`config.mk`:
```
export PLATFORM = sky130hd
export DESIGN_NAME = floppy_printer_shared_port
export DESIGN_NICKNAME = d
export VERILOG_FILES = /design/src/fp_port_pkg.sv /design/src/pin_sync.sv /design/src/floppy_printer_shared_port.sv
export VERILOG_INCLUDE_DIRS = /design/src
export SDC_FILE = /design/constraint.sdc
export NUM_CORES = 1
export LEC_CHECK = 0
export ABC_AREA = 1
export ABC_CLOCK_PERIOD_IN_PS = 2200
export BUFFER_PORTS_ARGS = -buffer_cell sky130_fd_sc_hd__buf_2
export CORE_MARGIN = 1.5
export CORE_UTILIZATION = 32
export DETAILED_ROUTE_END_ITERATION = 10
export GPL_TIMING_DRIVEN = 1
export PLACE_DENSITY = 0.52
export SYNTH_ARGS = -nofsm -noshare
export SYNTH_HDL_FRONTEND = slang
export SYNTH_HIERARCHICAL = 1
export SYNTH_SLANG_ARGS = --single-unit
```
`constraint.sdc`:
```
create_clock -name i_clock -period 2.2 [get_ports i_clock]
set_clock_uncertainty 0.05 [all_clocks]
set_input_delay 0.11 -clock i_clock [delete_from_list [all_inputs] [get_ports i_clock]]
set_output_delay 0.11 -clock i_clock [all_outputs]
set_load 0.03 [all_outputs]
```
`src/fp_port_consts.svh`:
```
// constants for the shared floppy/printer connector block
// Behaviour
// - connector carries floppy or printer, never both
// - floppy function is the reset default
// - floppy serves drives from 360kB to 2.88MB
// - printer modes compat, bidir, SPP, EPP, ECP
// - strobe output, two-way in ECP/EPP
// - initialize output, two-way in ECP/EPP
// - select-in output, two-way in ECP/EPP
// - active-low line advance request to printer
// - eight data bits, five sharing pins with drive sense inputs
// - density select low slow, high fast
// - side pin 0 means side one
// - direction set before step, 0 inward
// - one low step pulse per track
// - raw read data in, encoded write out
// - write gate only while writing
// - drive one select and motor outputs
`ifndef FP_PORT_CONSTS_SVH
`define FP_PORT_CONSTS_SVH

`define PIN_COUNT 17
`define PIN_STROBE 0
`define PIN_FEED_DENS 1
`define PIN_D0_INDEX 2
`define PIN_ERR_SIDE 3
`define PIN_D1_TRACK 4
`define PIN_INIT_DIR 5
`define PIN_D2_LOCK 6
`define PIN_CHOOSE_STEP 7
`define PIN_D3_RDATA 8
`define PIN_D4_SWAP 9
`define PIN_D5 10
`define PIN_D6 11
`define PIN_D7 12
`define PIN_ACK_DRIVE 13
`define PIN_BUSY_MOTOR 14
`define PIN_PAPER_WDATA 15
`define PIN_SELECT_WRITE_CURRENT_ON 16

`define REG_CONFIG 8'h00
`define REG_PDATA 8'h04
`define REG_PCTRL 8'h08
`define REG_PSTAT 8'h0c
`define REG_FSTAT 8'h10

`define CFG_FUNC 0
`define CFG_MODE_LO 1
`define CFG_DATA_IN 4
`define CFG_CTL_RELEASE 5
`define PCTRL_FEED 0
`define PCTRL_INIT 1
`define PCTRL_CHOOSE 2
`define PCTRL_RESET 3'h3
`define PSTAT_ACK_SEEN 6
`define PSTAT_REFUSED 7

`define CLK_MHZ 125
`define CYC_UP(ns) (((ns) * `CLK_MHZ + 999) / 1000)
`define PP_SETUP_NS 500
`define PP_STROBE_NS 500
`define PP_HOLD_NS 500
`define PP_ACK_WAIT_NS 100000
`define FD_DIR_SETUP_NS 1000
`define FD_STEP_NS 3000
`define FD_STEP_RECOVER_NS 1000
`define PP_SETUP_CYC `CYC_UP(`PP_SETUP_NS)
`define PP_STROBE_CYC `CYC_UP(`PP_STROBE_NS)
`define PP_HOLD_CYC `CYC_UP(`PP_HOLD_NS)
`define PP_ACK_WAIT_CYC `CYC_UP(`PP_ACK_WAIT_NS)
`define FD_DIR_SETUP_CYC `CYC_UP(`FD_DIR_SETUP_NS)
`define FD_STEP_CYC `CYC_UP(`FD_STEP_NS)
`define FD_STEP_RECOVER_CYC `CYC_UP(`FD_STEP_RECOVER_NS)

`endif

```
`src/fp_port_pkg.sv`:
```
// types shared by the floppy/printer connector block
package fp_port_pkg;
  typedef enum logic [0:0] {func_floppy = 1'b0, func_printer = 1'b1} func_e;
  typedef enum logic [2:0]
  {
    mode_compat = 3'h0,
    mode_bidir = 3'h1,
    mode_spp = 3'h2,
    mode_epp = 3'h3,
    mode_ecp = 3'h4
  } pp_mode_e;
  typedef enum logic [2:0]
  {
    pp_idle = 3'h0,
    pp_wait_busy = 3'h1,
    pp_setup = 3'h2,
    pp_strobe = 3'h3,
    pp_hold = 3'h4,
    pp_wait_ack = 3'h5
  } pp_state_e;
  typedef enum logic [1:0]
  {
    st_idle = 2'h0,
    st_dir_setup = 2'h1,
    st_pulse = 2'h2,
    st_recover = 2'h3
  } step_state_e;
  typedef enum logic [1:0]
  {
    rate_250k = 2'h0,
    rate_300k = 2'h1,
    rate_500k = 2'h2,
    rate_1m = 2'h3
  } rate_e;
endpackage

```
`src/pin_sync.sv`:
```
// two-flop synchroniser for a group of connector inputs
`timescale 1ns/1ns
module pin_sync #(
  parameter int WIDTH = 17
) (
  input wire logic i_clock,
  input wire logic i_nrst,
  input wire logic [WIDTH-1:0] i_async,
  output logic [WIDTH-1:0] o_sync
);
  logic [WIDTH-1:0] first_stage;

  always_ff @(posedge i_clock or negedge i_nrst)
  begin
    if (!i_nrst)
    begin
      first_stage <= '0;
      o_sync <= '0;
    end
    else
    begin
      first_stage <= i_async;
      o_sync <= first_stage;
    end
  end
endmodule

```
`src/floppy_printer_shared_port.sv`:
```
// shared connector logic: floppy drive port or printer port on one set of pins
//
// The address map and the address-and-strobe port are this design's own decisions.
`timescale 1ns/1ns
`include "fp_port_consts.svh"
module floppy_printer_shared_port #(
  parameter int ACK_WAIT_CYC = `PP_ACK_WAIT_CYC
) (
  input wire logic i_clock,
  input wire logic i_nrst,
  input wire logic [7:0] i_addr,
  input wire logic [31:0] i_wdata,
  input wire logic i_wr,
  input wire logic i_rd,
  output logic [31:0] o_rdata,
  input wire logic [1:0] i_fdc_rate,
  input wire logic i_fdc_side,
  input wire logic i_fdc_step_req,
  input wire logic i_fdc_step_outward,
  output logic o_fdc_step_busy,
  input wire logic i_fdc_write,
  input wire logic i_fdc_wdata,
  input wire logic i_fdc_drive_one_choose,
  input wire logic i_fdc_drive_one_spindle_on,
  output logic o_fdc_index,
  output logic o_fdc_outer_track_sense,
  output logic o_fdc_media_lock_sense,
  output logic o_fdc_rdata,
  output logic o_fdc_media_swapped_sense,
  output logic o_printer_selected,
  input wire logic [`PIN_COUNT-1:0] i_pin,
  output logic [`PIN_COUNT-1:0] o_pin,
  output logic [`PIN_COUNT-1:0] o_pin_oe_n
);
  localparam int CNT_W = 16;

  function automatic int data_pin(input int bit_idx);
    case (bit_idx)
      0: data_pin = `PIN_D0_INDEX;
      1: data_pin = `PIN_D1_TRACK;
      2: data_pin = `PIN_D2_LOCK;
      3: data_pin = `PIN_D3_RDATA;
      4: data_pin = `PIN_D4_SWAP;
      5: data_pin = `PIN_D5;
      6: data_pin = `PIN_D6;
      default: data_pin = `PIN_D7;
    endcase
  endfunction

  logic [`PIN_COUNT-1:0] pin_s;
  fp_port_pkg::func_e func;
  fp_port_pkg::pp_mode_e mode;
  logic data_in;
  logic ctl_release;
  logic [2:0] pctrl;
  logic [7:0] pdata;
  logic ack_seen;
  logic refused;
  logic ack_prev;
  logic ack_fall;
  fp_port_pkg::pp_state_e pp_state;
  logic [CNT_W-1:0] pp_cnt;
  fp_port_pkg::step_state_e st_state;
  logic [CNT_W-1:0] st_cnt;
  logic step_outward;
  logic [7:0] pin_data_in;
  logic is_printer;
  logic is_floppy;
  logic two_way_ctl;
  logic drive_ctl;
  logic drive_data;
  logic data_write;
  logic launch;
  logic [`PIN_COUNT-1:0] next_pin;
  logic [`PIN_COUNT-1:0] next_oe_n;

  // every pin input crosses into the clock domain before use
  pin_sync #(
    .WIDTH(`PIN_COUNT)
  ) u_pin_sync (
    .i_clock(i_clock),
    .i_nrst(i_nrst),
    .i_async(i_pin),
    .o_sync(pin_s)
  );

  assign is_printer = (func == fp_port_pkg::func_printer);
  assign is_floppy = (func == fp_port_pkg::func_floppy);
  assign two_way_ctl = (mode == fp_port_pkg::mode_epp) || (mode == fp_port_pkg::mode_ecp);
  // control lines are released only in the enhanced modes
  assign drive_ctl = !(two_way_ctl && ctl_release);
  // output-only compat mode can never turn the data bus round
  assign drive_data = (mode == fp_port_pkg::mode_compat) || !data_in;
  assign data_write = i_wr && (i_addr == `REG_PDATA);
  assign launch = data_write && is_printer && drive_data && (pp_state == fp_port_pkg::pp_idle);
  assign o_printer_selected = is_printer;
  assign o_fdc_step_busy = (st_state != fp_port_pkg::st_idle);

  genvar gi;
  generate
    for (gi = 0; gi < 8; gi++)
    begin : g_data_in
      assign pin_data_in[gi] = pin_s[data_pin(gi)];
    end
  endgenerate

  // configuration; floppy is the reset function
  always_ff @(posedge i_clock or negedge i_nrst)
  begin
    if (!i_nrst)
    begin
      func <= fp_port_pkg::func_floppy;
      mode <= fp_port_pkg::mode_compat;
      data_in <= 1'b0;
      ctl_release <= 1'b0;
    end
    else if (i_wr && (i_addr == `REG_CONFIG))
    begin
      func <= fp_port_pkg::func_e'(i_wdata[`CFG_FUNC]);
      // an unknown mode code falls back to compat
      case (i_wdata[`CFG_MODE_LO +: 3])
        3'h0: mode <= fp_port_pkg::mode_compat;
        3'h1: mode <= fp_port_pkg::mode_bidir;
        3'h2: mode <= fp_port_pkg::mode_spp;
        3'h3: mode <= fp_port_pkg::mode_epp;
        3'h4: mode <= fp_port_pkg::mode_ecp;
        default: mode <= fp_port_pkg::mode_compat;
      endcase
      data_in <= i_wdata[`CFG_DATA_IN];
      ctl_release <= i_wdata[`CFG_CTL_RELEASE];
    end
  end

  always_ff @(posedge i_clock or negedge i_nrst)
  begin
    if (!i_nrst)
    begin
      pctrl <= `PCTRL_RESET;
    end
    else if (i_wr && (i_addr == `REG_PCTRL))
    begin
      pctrl <= i_wdata[2:0];
    end
  end

  // data byte is held steady for the whole strobe cycle
  always_ff @(posedge i_clock or negedge i_nrst)
  begin
    if (!i_nrst)
    begin
      pdata <= 8'h00;
    end
    else if (launch)
    begin
      pdata <= i_wdata[7:0];
    end
  end

  always_ff @(posedge i_clock or negedge i_nrst)
  begin
    if (!i_nrst)
    begin
      ack_prev <= 1'b1;
    end
    else
    begin
      ack_prev <= pin_s[`PIN_ACK_DRIVE];
    end
  end
  assign ack_fall = is_printer && ack_prev && !pin_s[`PIN_ACK_DRIVE];

  // sticky flags: write one to clear, a new event in the same cycle wins
  always_ff @(posedge i_clock or negedge i_nrst)
  begin
    if (!i_nrst)
    begin
      ack_seen <= 1'b0;
      refused <= 1'b0;
    end
    else
    begin
      if (ack_fall)
        ack_seen <= 1'b1;
      else if (i_wr && (i_addr == `REG_PSTAT) && i_wdata[`PSTAT_ACK_SEEN])
        ack_seen <= 1'b0;
      if (data_write && !launch)
        refused <= 1'b1;
      else if (i_wr && (i_addr == `REG_PSTAT) && i_wdata[`PSTAT_REFUSED])
        refused <= 1'b0;
    end
  end

  // printer byte handshake; leaving printer function aborts it
  always_ff @(posedge i_clock or negedge i_nrst)
  begin
    if (!i_nrst)
    begin
      pp_state <= fp_port_pkg::pp_idle;
      pp_cnt <= '0;
    end
    else if (!is_printer)
    begin
      pp_state <= fp_port_pkg::pp_idle;
      pp_cnt <= '0;
    end
    else
    begin
      unique case (pp_state)
        fp_port_pkg::pp_idle:
        begin
          if (launch)
            pp_state <= fp_port_pkg::pp_wait_busy;
        end
        fp_port_pkg::pp_wait_busy:
        begin
          // byte is not strobed while the printer says busy
          if (!pin_s[`PIN_BUSY_MOTOR])
          begin
            pp_state <= fp_port_pkg::pp_setup;
            pp_cnt <= CNT_W'(`PP_SETUP_CYC - 1);
          end
        end
        fp_port_pkg::pp_setup:
        begin
          if (pp_cnt == '0)
          begin
            pp_state <= fp_port_pkg::pp_strobe;
            pp_cnt <= CNT_W'(`PP_STROBE_CYC - 1);
          end
          else
            pp_cnt <= pp_cnt - 1'b1;
        end
        fp_port_pkg::pp_strobe:
        begin
          if (pp_cnt == '0)
          begin
            pp_state <= fp_port_pkg::pp_hold;
            pp_cnt <= CNT_W'(`PP_HOLD_CYC - 1);
          end
          else
            pp_cnt <= pp_cnt - 1'b1;
        end
        fp_port_pkg::pp_hold:
        begin
          if (pp_cnt == '0)
          begin
            pp_state <= fp_port_pkg::pp_wait_ack;
            pp_cnt <= CNT_W'(ACK_WAIT_CYC - 1);
          end
          else
            pp_cnt <= pp_cnt - 1'b1;
        end
        fp_port_pkg::pp_wait_ack:
        begin
          // a silent printer must not hang the port, so the wait is bounded
          if (ack_fall || (pp_cnt == '0))
            pp_state <= fp_port_pkg::pp_idle;
          else
            pp_cnt <= pp_cnt - 1'b1;
        end
        default:
          pp_state <= fp_port_pkg::pp_idle;
      endcase
    end
  end

  // head step: direction latched, settled, then one low pulse per track
  always_ff @(posedge i_clock or negedge i_nrst)
  begin
    if (!i_nrst)
    begin
      st_state <= fp_port_pkg::st_idle;
      st_cnt <= '0;
      step_outward <= 1'b0;
    end
    else if (!is_floppy)
    begin
      st_state <= fp_port_pkg::st_idle;
      st_cnt <= '0;
    end
    else
    begin
      unique case (st_state)
        fp_port_pkg::st_idle:
        begin
          if (i_fdc_step_req)
          begin
            step_outward <= i_fdc_step_outward;
            st_state <= fp_port_pkg::st_dir_setup;
            st_cnt <= CNT_W'(`FD_DIR_SETUP_CYC - 1);
          end
        end
        fp_port_pkg::st_dir_setup:
        begin
          if (st_cnt == '0)
          begin
            st_state <= fp_port_pkg::st_pulse;
            st_cnt <= CNT_W'(`FD_STEP_CYC - 1);
          end
          else
            st_cnt <= st_cnt - 1'b1;
        end
        fp_port_pkg::st_pulse:
        begin
          if (st_cnt == '0)
          begin
            st_state <= fp_port_pkg::st_recover;
            st_cnt <= CNT_W'(`FD_STEP_RECOVER_CYC - 1);
          end
          else
            st_cnt <= st_cnt - 1'b1;
        end
        fp_port_pkg::st_recover:
        begin
          if (st_cnt == '0)
            st_state <= fp_port_pkg::st_idle;
          else
            st_cnt <= st_cnt - 1'b1;
        end
      endcase
    end
  end

  // pin mux: only the selected function reaches the connector
  always_comb
  begin
    next_pin = '0;
    next_oe_n = '1;
    if (is_printer)
    begin
      next_pin[`PIN_STROBE] = (pp_state != fp_port_pkg::pp_strobe);
      next_oe_n[`PIN_STROBE] = !drive_ctl;
      next_pin[`PIN_FEED_DENS] = pctrl[`PCTRL_FEED];
      next_oe_n[`PIN_FEED_DENS] = 1'b0;
      next_pin[`PIN_INIT_DIR] = pctrl[`PCTRL_INIT];
      next_oe_n[`PIN_INIT_DIR] = !drive_ctl;
      next_pin[`PIN_CHOOSE_STEP] = pctrl[`PCTRL_CHOOSE];
      next_oe_n[`PIN_CHOOSE_STEP] = !drive_ctl;
      for (int b = 0; b < 8; b++)
      begin
        next_pin[data_pin(b)] = pdata[b];
        next_oe_n[data_pin(b)] = !drive_data;
      end
    end
    else
    begin
      // 500k and 1M both count as the fast rate
      next_pin[`PIN_FEED_DENS] = i_fdc_rate[1];
      next_oe_n[`PIN_FEED_DENS] = 1'b0;
      next_pin[`PIN_ERR_SIDE] = !i_fdc_side;
      next_oe_n[`PIN_ERR_SIDE] = 1'b0;
      next_pin[`PIN_INIT_DIR] = step_outward;
      next_oe_n[`PIN_INIT_DIR] = 1'b0;
      next_pin[`PIN_CHOOSE_STEP] = (st_state != fp_port_pkg::st_pulse);
      next_oe_n[`PIN_CHOOSE_STEP] = 1'b0;
      next_pin[`PIN_ACK_DRIVE] = i_fdc_drive_one_choose;
      next_oe_n[`PIN_ACK_DRIVE] = 1'b0;
      next_pin[`PIN_BUSY_MOTOR] = i_fdc_drive_one_spindle_on;
      next_oe_n[`PIN_BUSY_MOTOR] = 1'b0;
      // write data and gate only move while a write is in progress
      next_pin[`PIN_PAPER_WDATA] = i_fdc_write && i_fdc_wdata;
      next_oe_n[`PIN_PAPER_WDATA] = 1'b0;
      next_pin[`PIN_SELECT_WRITE_CURRENT_ON] = i_fdc_write;
      next_oe_n[`PIN_SELECT_WRITE_CURRENT_ON] = 1'b0;
    end
  end

  always_ff @(posedge i_clock or negedge i_nrst)
  begin
    if (!i_nrst)
    begin
      o_pin <= '0;
      o_pin_oe_n <= '1;
    end
    else
    begin
      o_pin <= next_pin;
      o_pin_oe_n <= next_oe_n;
    end
  end

  // drive sense lines reach the controller only in floppy function
  always_ff @(posedge i_clock or negedge i_nrst)
  begin
    if (!i_nrst)
    begin
      o_fdc_index <= 1'b0;
      o_fdc_outer_track_sense <= 1'b0;
      o_fdc_media_lock_sense <= 1'b0;
      o_fdc_rdata <= 1'b0;
      o_fdc_media_swapped_sense <= 1'b0;
    end
    else
    begin
      o_fdc_index <= is_floppy && pin_s[`PIN_D0_INDEX];
      o_fdc_outer_track_sense <= is_floppy && pin_s[`PIN_D1_TRACK];
      o_fdc_media_lock_sense <= is_floppy && pin_s[`PIN_D2_LOCK];
      o_fdc_rdata <= is_floppy && pin_s[`PIN_D3_RDATA];
      o_fdc_media_swapped_sense <= is_floppy && pin_s[`PIN_D4_SWAP];
    end
  end

  // register read port, data one cycle after the strobe, zero otherwise
  always_ff @(posedge i_clock or negedge i_nrst)
  begin
    if (!i_nrst)
    begin
      o_rdata <= 32'h0;
    end
    else if (i_rd)
    begin
      case (i_addr)
        `REG_CONFIG: o_rdata <= {26'h0, ctl_release, data_in, mode, func};
        `REG_PDATA: o_rdata <= {24'h0, drive_data ? pdata : pin_data_in};
        `REG_PCTRL: o_rdata <= {29'h0, pctrl};
        `REG_PSTAT: o_rdata <= {20'h0, pin_s[`PIN_CHOOSE_STEP], pin_s[`PIN_INIT_DIR],
                                pin_s[`PIN_FEED_DENS], pin_s[`PIN_STROBE], refused, ack_seen,
                                (pp_state != fp_port_pkg::pp_idle),
                                pin_s[`PIN_SELECT_WRITE_CURRENT_ON],
                                pin_s[`PIN_PAPER_WDATA],
                                pin_s[`PIN_ERR_SIDE],
                                pin_s[`PIN_ACK_DRIVE], pin_s[`PIN_BUSY_MOTOR]};
        `REG_FSTAT: o_rdata <= {26'h0, o_fdc_step_busy, pin_s[`PIN_D4_SWAP],
                                pin_s[`PIN_D3_RDATA], pin_s[`PIN_D2_LOCK],
                                pin_s[`PIN_D1_TRACK], pin_s[`PIN_D0_INDEX]};
        default: o_rdata <= 32'h0;
      endcase
    end
    else
    begin
      o_rdata <= 32'h0;
    end
  end
endmodule

```
# Word level (Yosys, flattened, before mapping)
# Cells that the tools add are included.
dict set report op_classes {
  add_sub_neg 2
  mul 0
  div_mod_pow 0
  order_cmp 16
  eq_ne 33
  shift 0
  mux 94
  bitwise 1
  n_reduce_logical 51
}
# op count
set op_table {}
lappend op_table {{$mux W32} 9}
lappend op_table {{$bwmux W17} 16}
lappend op_table {{$ge A32 B1 Y1 const B} 8}
lappend op_table {{$lt A32 B7 Y1 const B} 8}
lappend op_table {{$mux W16} 10}
lappend op_table {{$pmux W16 S4} 2}
lappend op_table {{$pmux W12 S5} 1}
lappend op_table {{$demux W1 S5} 8}
lappend op_table {{$ne A3 B3 Y1 const B} 12}
lappend op_table {{$logic_not A16 Y1} 2}
lappend op_table {{$sub A16 B1 Y16 const B} 2}
lappend op_table {{$mux W1} 28}
lappend op_table {{$logic_and A1 B1 Y1} 27}
lappend op_table {{$mux W3} 7}
lappend op_table {{$pmux W3 S6} 1}
lappend op_table {{$eq A8 B4 Y1 const B} 2}
lappend op_table {{$eq A3 B2 Y1 const B} 5}
lappend op_table {{$eq A3 B3 Y1 const B} 4}
lappend op_table {{$pmux W3 S4} 1}
lappend op_table {{$mux W2} 5}
lappend op_table {{$mux W5} 2}
lappend op_table {{$eq A8 B3 Y1 const B} 1}
lappend op_table {{$eq A8 B5 Y1 const B} 1}
lappend op_table {{$logic_not A8 Y1} 1}
lappend op_table {{other kinds (21)} 34}
dict set report totals {
  ff_bits 163
  latchBits 0
  mem_bits_rw 0
  romBits 0
  inputBits 70
  out_inout_bits 73
  mem_count 0
}

# Depth between registers and ports, before layout
# Gate-level depths: netlist of the first run.
dict set report depth {
  ltp_word 14
  ltp_mapped 14
  mapped_depth_nobuf 13
}

# Modules after synthesis
# Netlist of the first run, hierarchy kept.
# mod n_inst cells_per_inst area_per_inst_um2 seq_area_each_um2
set modules_own_cells {}
lappend modules_own_cells {floppy_printer_shared_port 1 734 5471.5 2437.3}
lappend modules_own_cells {pin_sync 1 34 850.8 850.8}

# Worst setup path after synthesis of the first run
# OpenSTA, ideal clock, no wires.
dict set report synth_timing {
  kind {reg2reg}
  start {register st_state[0]}
  end {register st_cnt[13]}
  setup_ps 113
  arrival_ps 1648
  required_time_ps 2037
  path_slack_ps 390
  path_stages_with_launch 11
  period_less_slack_ps 1810
  path_cell_list {dfrtp_1 -> inv_1 -> ha_1 -> inv_1 -> nor3_2 -> inv_1 -> buf_2 -> nand4_1 -> nand2_1 -> nand2_1 -> inv_1}
}
dict set report synth_via {
  elab_chain_len 3
  word_cells_on_any_way 9
}
# item line
set synth_rtl {}
lappend synth_rtl {{start, declared} floppy_printer_shared_port.sv:63} ;# fp_port_pkg::step_state_e st_state;
lappend synth_rtl {{start signal, assigned} floppy_printer_shared_port.sv:272} ;# st_state <= fp_port_pkg::st_idle;
lappend synth_rtl {{start signal, assigned} floppy_printer_shared_port.sv:278} ;# st_state <= fp_port_pkg::st_idle;
lappend synth_rtl {{start signal, assigned} floppy_printer_shared_port.sv:289} ;# st_state <= fp_port_pkg::st_dir_setup;
lappend synth_rtl {{$eq A2 B2 Y1, or another cell as far along} floppy_printer_shared_port.sv:283} ;# unique case (st_state)
lappend synth_rtl {{$pmux W16 S4 / $ne A3 B3 Y1 (equally long branches)} n/a}
lappend synth_rtl {{$mux W16 / $reduce_and A2 Y1 (equally long branches)} n/a}
lappend synth_rtl {{end signal, assigned} floppy_printer_shared_port.sv:290} ;# st_cnt <= CNT_W'(`FD_DIR_SETUP_CYC - 1);
lappend synth_rtl {{end signal, assigned} floppy_printer_shared_port.sv:298} ;# st_cnt <= CNT_W'(`FD_STEP_CYC - 1);
lappend synth_rtl {{end signal, assigned} floppy_printer_shared_port.sv:301} ;# st_cnt <= st_cnt - 1'b1;
lappend synth_rtl {{end, declared} floppy_printer_shared_port.sv:64} ;# logic [CNT_W-1:0] st_cnt;
# Several ways; a longest one is shown, not always the timed one.
# A chain may end at the register's enable or synchronous reset.

# Worst setup path after layout of the first run
dict set report layout_timing {
  start {input i_addr[2]}
  end {register mode[1]}
}
dict set report layout_via {
  elab_chain_len 2
}
# item line
set layout_rtl {}
lappend layout_rtl {{start, declared} floppy_printer_shared_port.sv:11} ;# input wire logic [7:0] i_addr,
lappend layout_rtl {{$logic_not A8 Y1} n/a}
lappend layout_rtl {{$logic_and A1 B1 Y1} floppy_printer_shared_port.sv:117} ;# else if (i_wr && (i_addr == `REG_CONFIG))
lappend layout_rtl {{end signal, assigned} floppy_printer_shared_port.sv:122} ;# 3'h0: mode <= fp_port_pkg::mode_compat;
lappend layout_rtl {{end signal, assigned} floppy_printer_shared_port.sv:123} ;# 3'h1: mode <= fp_port_pkg::mode_bidir;
lappend layout_rtl {{end signal, assigned} floppy_printer_shared_port.sv:124} ;# 3'h2: mode <= fp_port_pkg::mode_spp;
lappend layout_rtl {{end, declared} floppy_printer_shared_port.sv:52} ;# fp_port_pkg::pp_mode_e mode;
# No other way between the ends.

==> results.cfg, run 1 <==
[worst_setup_path]
cp_slowest_stage_delay_ns = 0.56
critical_path_peak_fanout = 9
worstSetupEndpointType = register
rrSetupSlack_ns = 0.29
r2r-end = st_state[1]
critPathKind = in2reg
critPathSlowestCell = dlygate4sd3_1
r2r_start = st_state[0]
critPathCapture = mode[1]
cp.required_ns = 2.49
crit_arrival_ns = 2.28
crit_start = i_addr[2]
start_kind = input port
crit_chain = dlygate4sd3_1, buf_2, inv_2, nand3_1, nor2_2, nand2_1, nor2_4, nand3_1, dlygate4sd3_1, o21ai_0
ff2ff_path_depth = 8

[synthesis]
yosysMostFrequentCell = nand2_1
synth_top_area_share = 0.487
syn_avg_cell_area_um2 = 8.23
synth_area_leaders = dfrtp_1, nand2_1, inv_1
syn-cell-area_um2 = 6320
yosysSeqAreaShare = 0.520
yosys_warnings = 6
yosys-top-cells-count = nand2_1, dfrtp_1, inv_1, nor2_1, nand3_1
synthArstFlopShare = 1.00
synth.distinct_cells = 35
ys_ff_latch = 131
yosys_most_used_dff = dfrtp_1
synth_edf_count = 0
yosysTopAreaCell = dfrtp_1
synth_cells = 768

[placed_design]
place_inst = 1117
place.gp.congestion = 0.828
dp_slack_ns = 0.285
dpl.hpwl_mm = 10.5
io_buffers = 97

[die]
dieWidth_um = 144
start_util = 0.326
boundaryPins = 143
core.rowCount = 51
die-area_um2 = 20600
chipHeight_um = 144
coreArea_um2 = 19400

[pwr]
sw_frac_of_total = 0.341
power_uw = 7450
power_frac_comb = 0.247
net-switching-power_uw = 2540
p_leak_uw = 0.00433
p_int_uw = 4910
vdd_drop_max_mv = 0.650
seqPwrFrac = 0.375
pwr_density_cell_nw_per_um2 = 934
pwr-share-clk = 0.378

[finish]
final-instance-count-excl-fill = 1187
n_fill_cell = 1970
num_antenna_cells = 0
syn_to_final_growth_pct = 26.1
drive_above_1_share = 0.214
nets = 985

[clock_network]
insertion_delay_ns = 0.42
cts-root-buf = clkbuf_16
numCtsBuffers = 17
path_clk_slew_ns = 0.06
cts_tree = built
cts_max_level = 4
clk_path_buf_depth = 2
cts.sinks = 131
cts_setup_buffers = 0

[route]
drc = 0
wl_per_cell_um = 12.3
viasPerCell = 4.33
drt_pre_antenna_iters = 5
drt_iter0_drc = 286
ant_nets = 0
num_vias = 5145
drt-total-wl_mm = 14.6

[sta]
timing.setup.tns_ns = 0
rsz0062_at_grt = false
tightestPinTransition_ns = 0.525
final_max_slew_viol_count = 0
period_needed_ns = 1.98
relSlewSlack = 0.650
layout_setup_ws_ns = 0.215
hold_ws_ns = 0.0405
hold_viol = 0
fmax_ghz = 0.504
final.period_utilization = 0.902
finalSetupViolCount = 0

[flow_run]
cap_violations = 0

[outcome]
status = completed

[grt]
antenna_found_initial = 0
grt-ovfl-total = 0
first_global_vias = 5021
grt_pass1_wl_mm = 24.4
grt_use_total = 0.152
grt_max_degree = 70

[min_path]
worstHoldPathType = in2async
routing by layer:
metal  track usage  routed length, um  vias to the layer above
li1              -                  -                     2617
met1         0.204               7120                     2397
met2         0.245               6700                      114
met3        0.0273                546                       17
met4        0.0553                227                        0
met5             0                  0                        -
cells by family (layout without fill, tap and decap cells):
family | Yosys count | count (layout) | synth area share
simple gates | 405 | 405 | 0.282
buf+inv | 151 | 285 | 0.114
flops | 131 | 131 | 0.520
compound gates | 66 | 66 | 0.0600
xor+xnor | 7 | 7 | 0.00970
fa+ha+maj | 6 | 6 | 0.0119
other cells | 1 | 21 | 0.000593
mux | 1 | 1 | 0.00178
how the worst min path moves through the flow:
stage,endpoint,depth (start not counted),startpoint
floorplan,ack_seen,0,i_nrst
global placement,u_pin_sync/first_stage[5],1,i_nrst
detailed placement,u_pin_sync/first_stage[5],1,i_nrst
CTS,u_pin_sync/first_stage[5],2,i_nrst
global route,refused,4,i_wr
finish,u_pin_sync/first_stage[5],2,i_nrst
layout by cell type, fill, tap and decap left out, drive strengths merged:
cell and count:
nand2 231, dfrtp 123, inv 114, buf 106, nor2 95, nand3 59
o21ai 42, dlygate4sd3 38, conb 21, clkbuf 19, a21oi 16, nand4 13
dfstp 8, nor3 7, ha 6, clkinv 5, xor2 4, xnor2 3
a31oi 2, o211ai 2, o21bai 2, o22ai 2, bufinv 2, mux2 1
clkinvlp 1
stage by stage:
step / util / area, um2
finish: 0.411 / 7970
global placement: 0.361 / 7000
global route: 0.411 / 7970
detailed placement: 0.361 / 7000
CTS: 0.411 / 7970
floorplan: - / 6400
flip-flops by register name, indices dropped and copies added, names as in the netlist, 2 cells and up:
name	flops
o_pin	17
u_pin_sync/first_stage	17
u_pin_sync/o_sync	17
pp_cnt	16
st_cnt	16
o_rdata	12
pdata	8
o_pin_oe_n	5
mode	3
pctrl	3
pp_state	3
st_state	2
layout make-up:
class	instances	area [um2]	share of cell area
repair buffers	144	965	0.121
inverters	109	409	0.0513
clock inverters	13	150	0.0188
well taps	265	332	0.0416
clock buffers	19	433	0.0543
flip-flops and latches	131	3290	0.412
multi-input cells	506	2400	0.301
power by group through the flow:
stage / clock network, uW / registers, uW / logic [uW]
after floorplan: 0 / 2860 / 1380
after global placement: 0 / 2830 / 1780
after detailed placement: 0 / 2830 / 1800
after CTS: 2880 / 2790 / 1850
after global routing: 2970 / 2830 / 2100
final: 2820 / 2790 / 1840
critical path, delay by kind of cell:
family / cells / cell delay (ns)
buffers and inverters: 4 / 1.34
AOI/OAI and AO/OA: 1 / 0.07
and+or+nand+nor: 5 / 0.74
repair_timing:
item,CTS,global route
gates resized for setup,0,1
endpoints found under the hold margin,172,0
setup endpoints to repair,0,1
hold buffers,38,0
No activity file was read; power rests on OpenSTA's default activity.
==> run 2, diff against run 1 <==
- ABC_CLOCK_PERIOD_IN_PS: 2200 -> unset
- BUFFER_PORTS_ARGS: -buffer_cell sky130_fd_sc_hd__buf_2 -> unset
- DONT_BUFFER_PORTS: unset -> 1
- PLACE_DENSITY: 0.52 -> 0.46
==> results.cfg, run 2 (synthesis gave the netlist of run 1 again) <==
[die]
start_util = 0.326
die-area_um2 = 20600
chipHeight_um = 144
boundaryPins = 143
dieWidth_um = 144
coreArea_um2 = 19400
core.rowCount = 51

[route]
num_vias = 4889
viasPerCell = 4.44
wl_per_cell_um = 13.4
drt_pre_antenna_iters = 5
drt_iter0_drc = 214
wl_met1_mm = 6.40
wl_met2_mm = 7.16
drc = 0
dr.max_layer_used = met4
drt-total-wl_mm = 14.7
ant_nets = 0
wl_met3_um = 704

[sta]
final.period_utilization = 0.957
fmax_ghz = 0.475
finalSetupViolCount = 0
hold_viol = 132
final_max_slew_viol_count = 0
rsz0062_at_grt = false
timing.setup.tns_ns = 0
hold_ws_ns = -0.659
tightestPinTransition_ns = 0.727
relSlewSlack = 0.516
period_needed_ns = 2.10

[grt]
grt-ovfl-total = 0
antenna_found_initial = 0
grt_use_total = 0.152
grt_pass1_wl_mm = 24.2
grt_max_degree = 132
first_global_vias = 4760

[flow_run]
cap_violations = 0

[worst_setup_path]
critical_path_peak_fanout = 7
worstSetupEndpointType = register
ff2ff_path_depth = 5
critPathKind = in2reg
start_kind = input port
crit_arrival_ns = 2.40
cp.required_ns = 2.50

[pwr]
seqPwrFrac = 0.396
sw_frac_of_total = 0.346
p_leak_uw = 0.00390
p_int_uw = 4750
vdd_drop_max_mv = 0.549
net-switching-power_uw = 2510
pwr-share-clk = 0.379
power_frac_comb = 0.225
pwr_density_cell_nw_per_um2 = 960

[placed_design]
placed_cell_area_um2 = 6480
dpl.hpwl_mm = 10.5
place_inst = 1019
place.gp.congestion = 0.820
io_buffers = 0

[outcome]
status = finished with violations
violations = negative hold slack

[finish]
nets = 899
design_area_um2 = 7550
drive_above_1_share = 0.124
final_cell_mix = nand2_1, dfrtp_1, inv_1
final_common_cell = nand2_1
syn_to_final_growth_pct = 19.5
num_antenna_cells = 0
final-instance-count-excl-fill = 1101
top_regs = o_pin (17), u_pin_sync/first_stage (17), u_pin_sync/o_sync (17)
utilization = 0.389

[clock_network]
path_clk_slew_ns = 0.06
insertion_delay_ns = 0.41
cts_max_level = 4
cts-root-buf = clkbuf_16
cts.sinks = 131
clk_path_buf_depth = 2
cts_tree = built
numCtsBuffers = 17
hold_buffers = 48

[min_path]
worstHoldPathType = in2async
==> run 2: routing by layer <==
| layer | track usage | up-vias |
|---|---|---|
| li1 | - | 2454 |
| met4 | 0.0650 | 0 |
| met1 | 0.188 | 2286 |
| met2 | 0.248 | 122 |
| met5 | 0 | - |
| met3 | 0.0440 | 27 |
==> run 2: final timing paths <==
check	startpoint	to	slack [ns]
max	i_wr	mode[0]	0.1
min	i_nrst	st_cnt[6]	-0.66
max reg2reg	o_printer_selected	step_outward	0.16
min reg2reg	u_pin_sync/first_stage[2]	u_pin_sync/o_sync[2]	0.30
max in group asynchronous	i_nrst	o_pin_oe_n[1]	2.46
min in group i_clock	i_addr[4]	o_rdata[4]	0
==> run 2: final cells by class <==
| cell class | count | area, um2 |
|---|---|---|
| clock buffers | 17 | 425 |
| flip-flops and latches | 131 | 3290 |
| clock inverters | 15 | 145 |
| well taps | 265 | 332 |
| fillers | 2005 | 11800 |
| repair buffers | 58 | 556 |
| multi-input cells | 506 | 2400 |
| inverters | 109 | 409 |
==> run 2: worst max-delay path, cell delays in order <==
cell and delay (ns):
dlygate4sd3_1 0.66, inv_1 0.12, nor2_4 0.17, nand3_1 0.10, dlygate4sd3_1 0.57, o21ai_0 0.08
dlygate4sd3_1 0.58
==> run 2: power by group through the flow <==
stage | clock network (uW) | logic [uW] | registers (uW)
floorplan | 0 | 1380 | 2860
global placement | 0 | 1560 | 2910
detailed placement | 0 | 1580 | 2910
CTS | 2810 | 1650 | 2870
global route | 2910 | 1880 | 2900
finish | 2750 | 1630 | 2870
==> run 2: repair_timing <==
| action | CTS | global route |
|---|---|---|
| resized for setup | 0 | 1 |
| endpoints found under the setup margin | 0 | 2 |
| hold endpoints to repair | 186 | 131 |
| buffers inserted | 0 | 2 |
==> run 2: through the flow <==
stage               total power (uW)  worst slack (ns)
global placement                4460             0.305
global route                    7690            0.0230
finish                          7250            0.0955
CTS                             7330            0.0203
detailed placement              4490             0.262
floorplan                       4240             0.390
==> run 3, diff against run 2 <==
- CAP_MARGIN: unset -> 20
- CORE_UTILIZATION: 32 -> 30
- PLACE_DENSITY: 0.46 -> 0.44
==> results.cfg, run 3 (synthesis gave the netlist of run 1 again) <==
[grt]
grt-ovfl-total = 0
grt_pass1_wl_mm = 25.3
first_global_vias = 4976
antenna_found_initial = 1
grt_max_degree = 132
grt_use_total = 0.146

[flow_run]
cap_violations = 0

[route]
ant_nets = 0
viasPerCell = 4.43
drt_iter0_drc = 254
drc = 0
drt-total-wl_mm = 15.1
drt_pre_antenna_iters = 4
wl_per_cell_um = 13.7
num_vias = 4878

[sta]
timing.setup.tns_ns = 0
rsz0062_at_grt = false
hold_ws_ns = -0.660
fmax_ghz = 0.489
finalSetupViolCount = 0
final_max_slew_viol_count = 0
relSlewSlack = 0.516
hold_viol = 131
final.period_utilization = 0.930
period_needed_ns = 2.05
tightestPinTransition_ns = 0.727

[die]
die-area_um2 = 22000
dieWidth_um = 148
start_util = 0.309
boundaryPins = 143
coreArea_um2 = 20400
chipHeight_um = 148
core.rowCount = 52

[pwr]
vdd_drop_max_mv = 0.442
pwr_density_cell_nw_per_um2 = 965
p_leak_uw = 0.00386
power_uw = 7260

[clock_network]
hold_buffers = 47
cts_tree = built
path_clk_slew_ns = 0.06
clk_path_buf_depth = 2
cts-root-buf = clkbuf_16
cts_max_level = 4
insertion_delay_ns = 0.42
numCtsBuffers = 17
cts.sinks = 131

[outcome]
status = finished with violations
violations = negative hold slack

[min_path]
worstHoldPathType = in2async

[worst_setup_path]
critical_path_peak_fanout = 14
cp.required_ns = 2.44
crit_start = o_printer_selected
r2r_start = o_printer_selected
crit_arrival_ns = 2.29
worstSetupEndpointType = register
critPathKind = reg2reg
start_kind = register

[finish]
drive_above_1_share = 0.119
syn_to_final_growth_pct = 19.1
final_common_cell = nand2_1
final_cell_mix = nand2_1, dfrtp_1, inv_1
nets = 895
top_regs = o_pin (17), u_pin_sync/first_stage (17), u_pin_sync/o_sync (17)
num_antenna_cells = 0

[placed_design]
dpl.hpwl_mm = 10.6
io_buffers = 0
place.gp.congestion = 0.840
==> run 3: changes by cell type in the layout (fill, tap and decap cells not counted), sizes merged <==
| cell | previous run | this run |
|---|---|---|
| clkbuf | 17 | 18 |
| dlymetal6s4s | 0 | 1 |
| clkinv | 4 | 3 |
| dlygate4sd3 | 48 | 46 |
| clkinvlp | 2 | 8 |
| bufinv | 1 | 2 |
| inv | 117 | 109 |
| buf | 10 | 7 |
==> run 3: power breakdown <==
group / leakage [uW] / switching, uW / total (uW) / internal [uW]
combinational: 0.00195 / 1100 / 1640 / 541
clock: 0.000252 / 1090 / 2750 / 1650
sequential: 0.00167 / 258 / 2880 / 2620
total: 0.00386 / 2450 / 7260 / 4820
==> run 3: final cells by class <==
class	instances	area (um2)
flip-flops and latches	131	3290
clock buffers	18	429
repair buffers	54	526
clock inverters	13	139
well taps	270	338
inverters	109	409
fillers	2171	12900
multi-input cells	506	2400
==> run 3: routing by layer <==
metal,routed length (um),track usage,share of wire
met3,679,0.0353,0.045
met5,10,0,0.00066
met4,148,0.0441,0.0098
met1,7340,0.199,0.49
met2,6920,0.230,0.46
==> run 3: final timing paths <==
check | end | slack, ns | cells past startpoint
setup / recovery | step_outward | 0.15 | 5
hold / removal | o_pin[13] | -0.66 | 0
setup reg to reg | step_outward | 0.15 | 5
hold reg to reg | u_pin_sync/o_sync[0] | 0.30 | 0
max in group asynchronous | ack_prev | 2.48 | 0
min in group i_clock | o_rdata[2] | 0.02 | 5
==> run 3: worst max-delay path, cell delays in order, from the launching register on <==
cell and delay [ns]:
dfrtp_1 0.54, inv_2 0.13, buf_4 0.22, nand3_1 0.09, mux2_2 0.33, dlygate4sd3_1 0.56
==> run 3: what timing repair did <==
| item | 4_1_cts | 5_1_grt |
|---|---|---|
| buffers inserted | 0 | 0 |
| gates resized for setup | 0 | 3 |
| hold endpoints to repair | 186 | 131 |
| setup endpoints to repair | 0 | 4 |
==> run 3: stage by stage <==
step / cell area, um2 / worst slack, ns / instances / utilization / hold slack, ns
after floorplan: 6400 / 0.390 / 788 / - / -0.236
after global placement: 6480 / 0.266 / 1023 / 0.317 / -0.232
after detailed placement: 6480 / 0.164 / 1023 / 0.317 / -0.231
after CTS: 7520 / 0.0128 / 1101 / 0.368 / -0.682
after global routing: 7530 / 0.0753 / 1101 / 0.368 / -0.690
final: 7530 / 0.154 / 1101 / 0.368 / -0.660
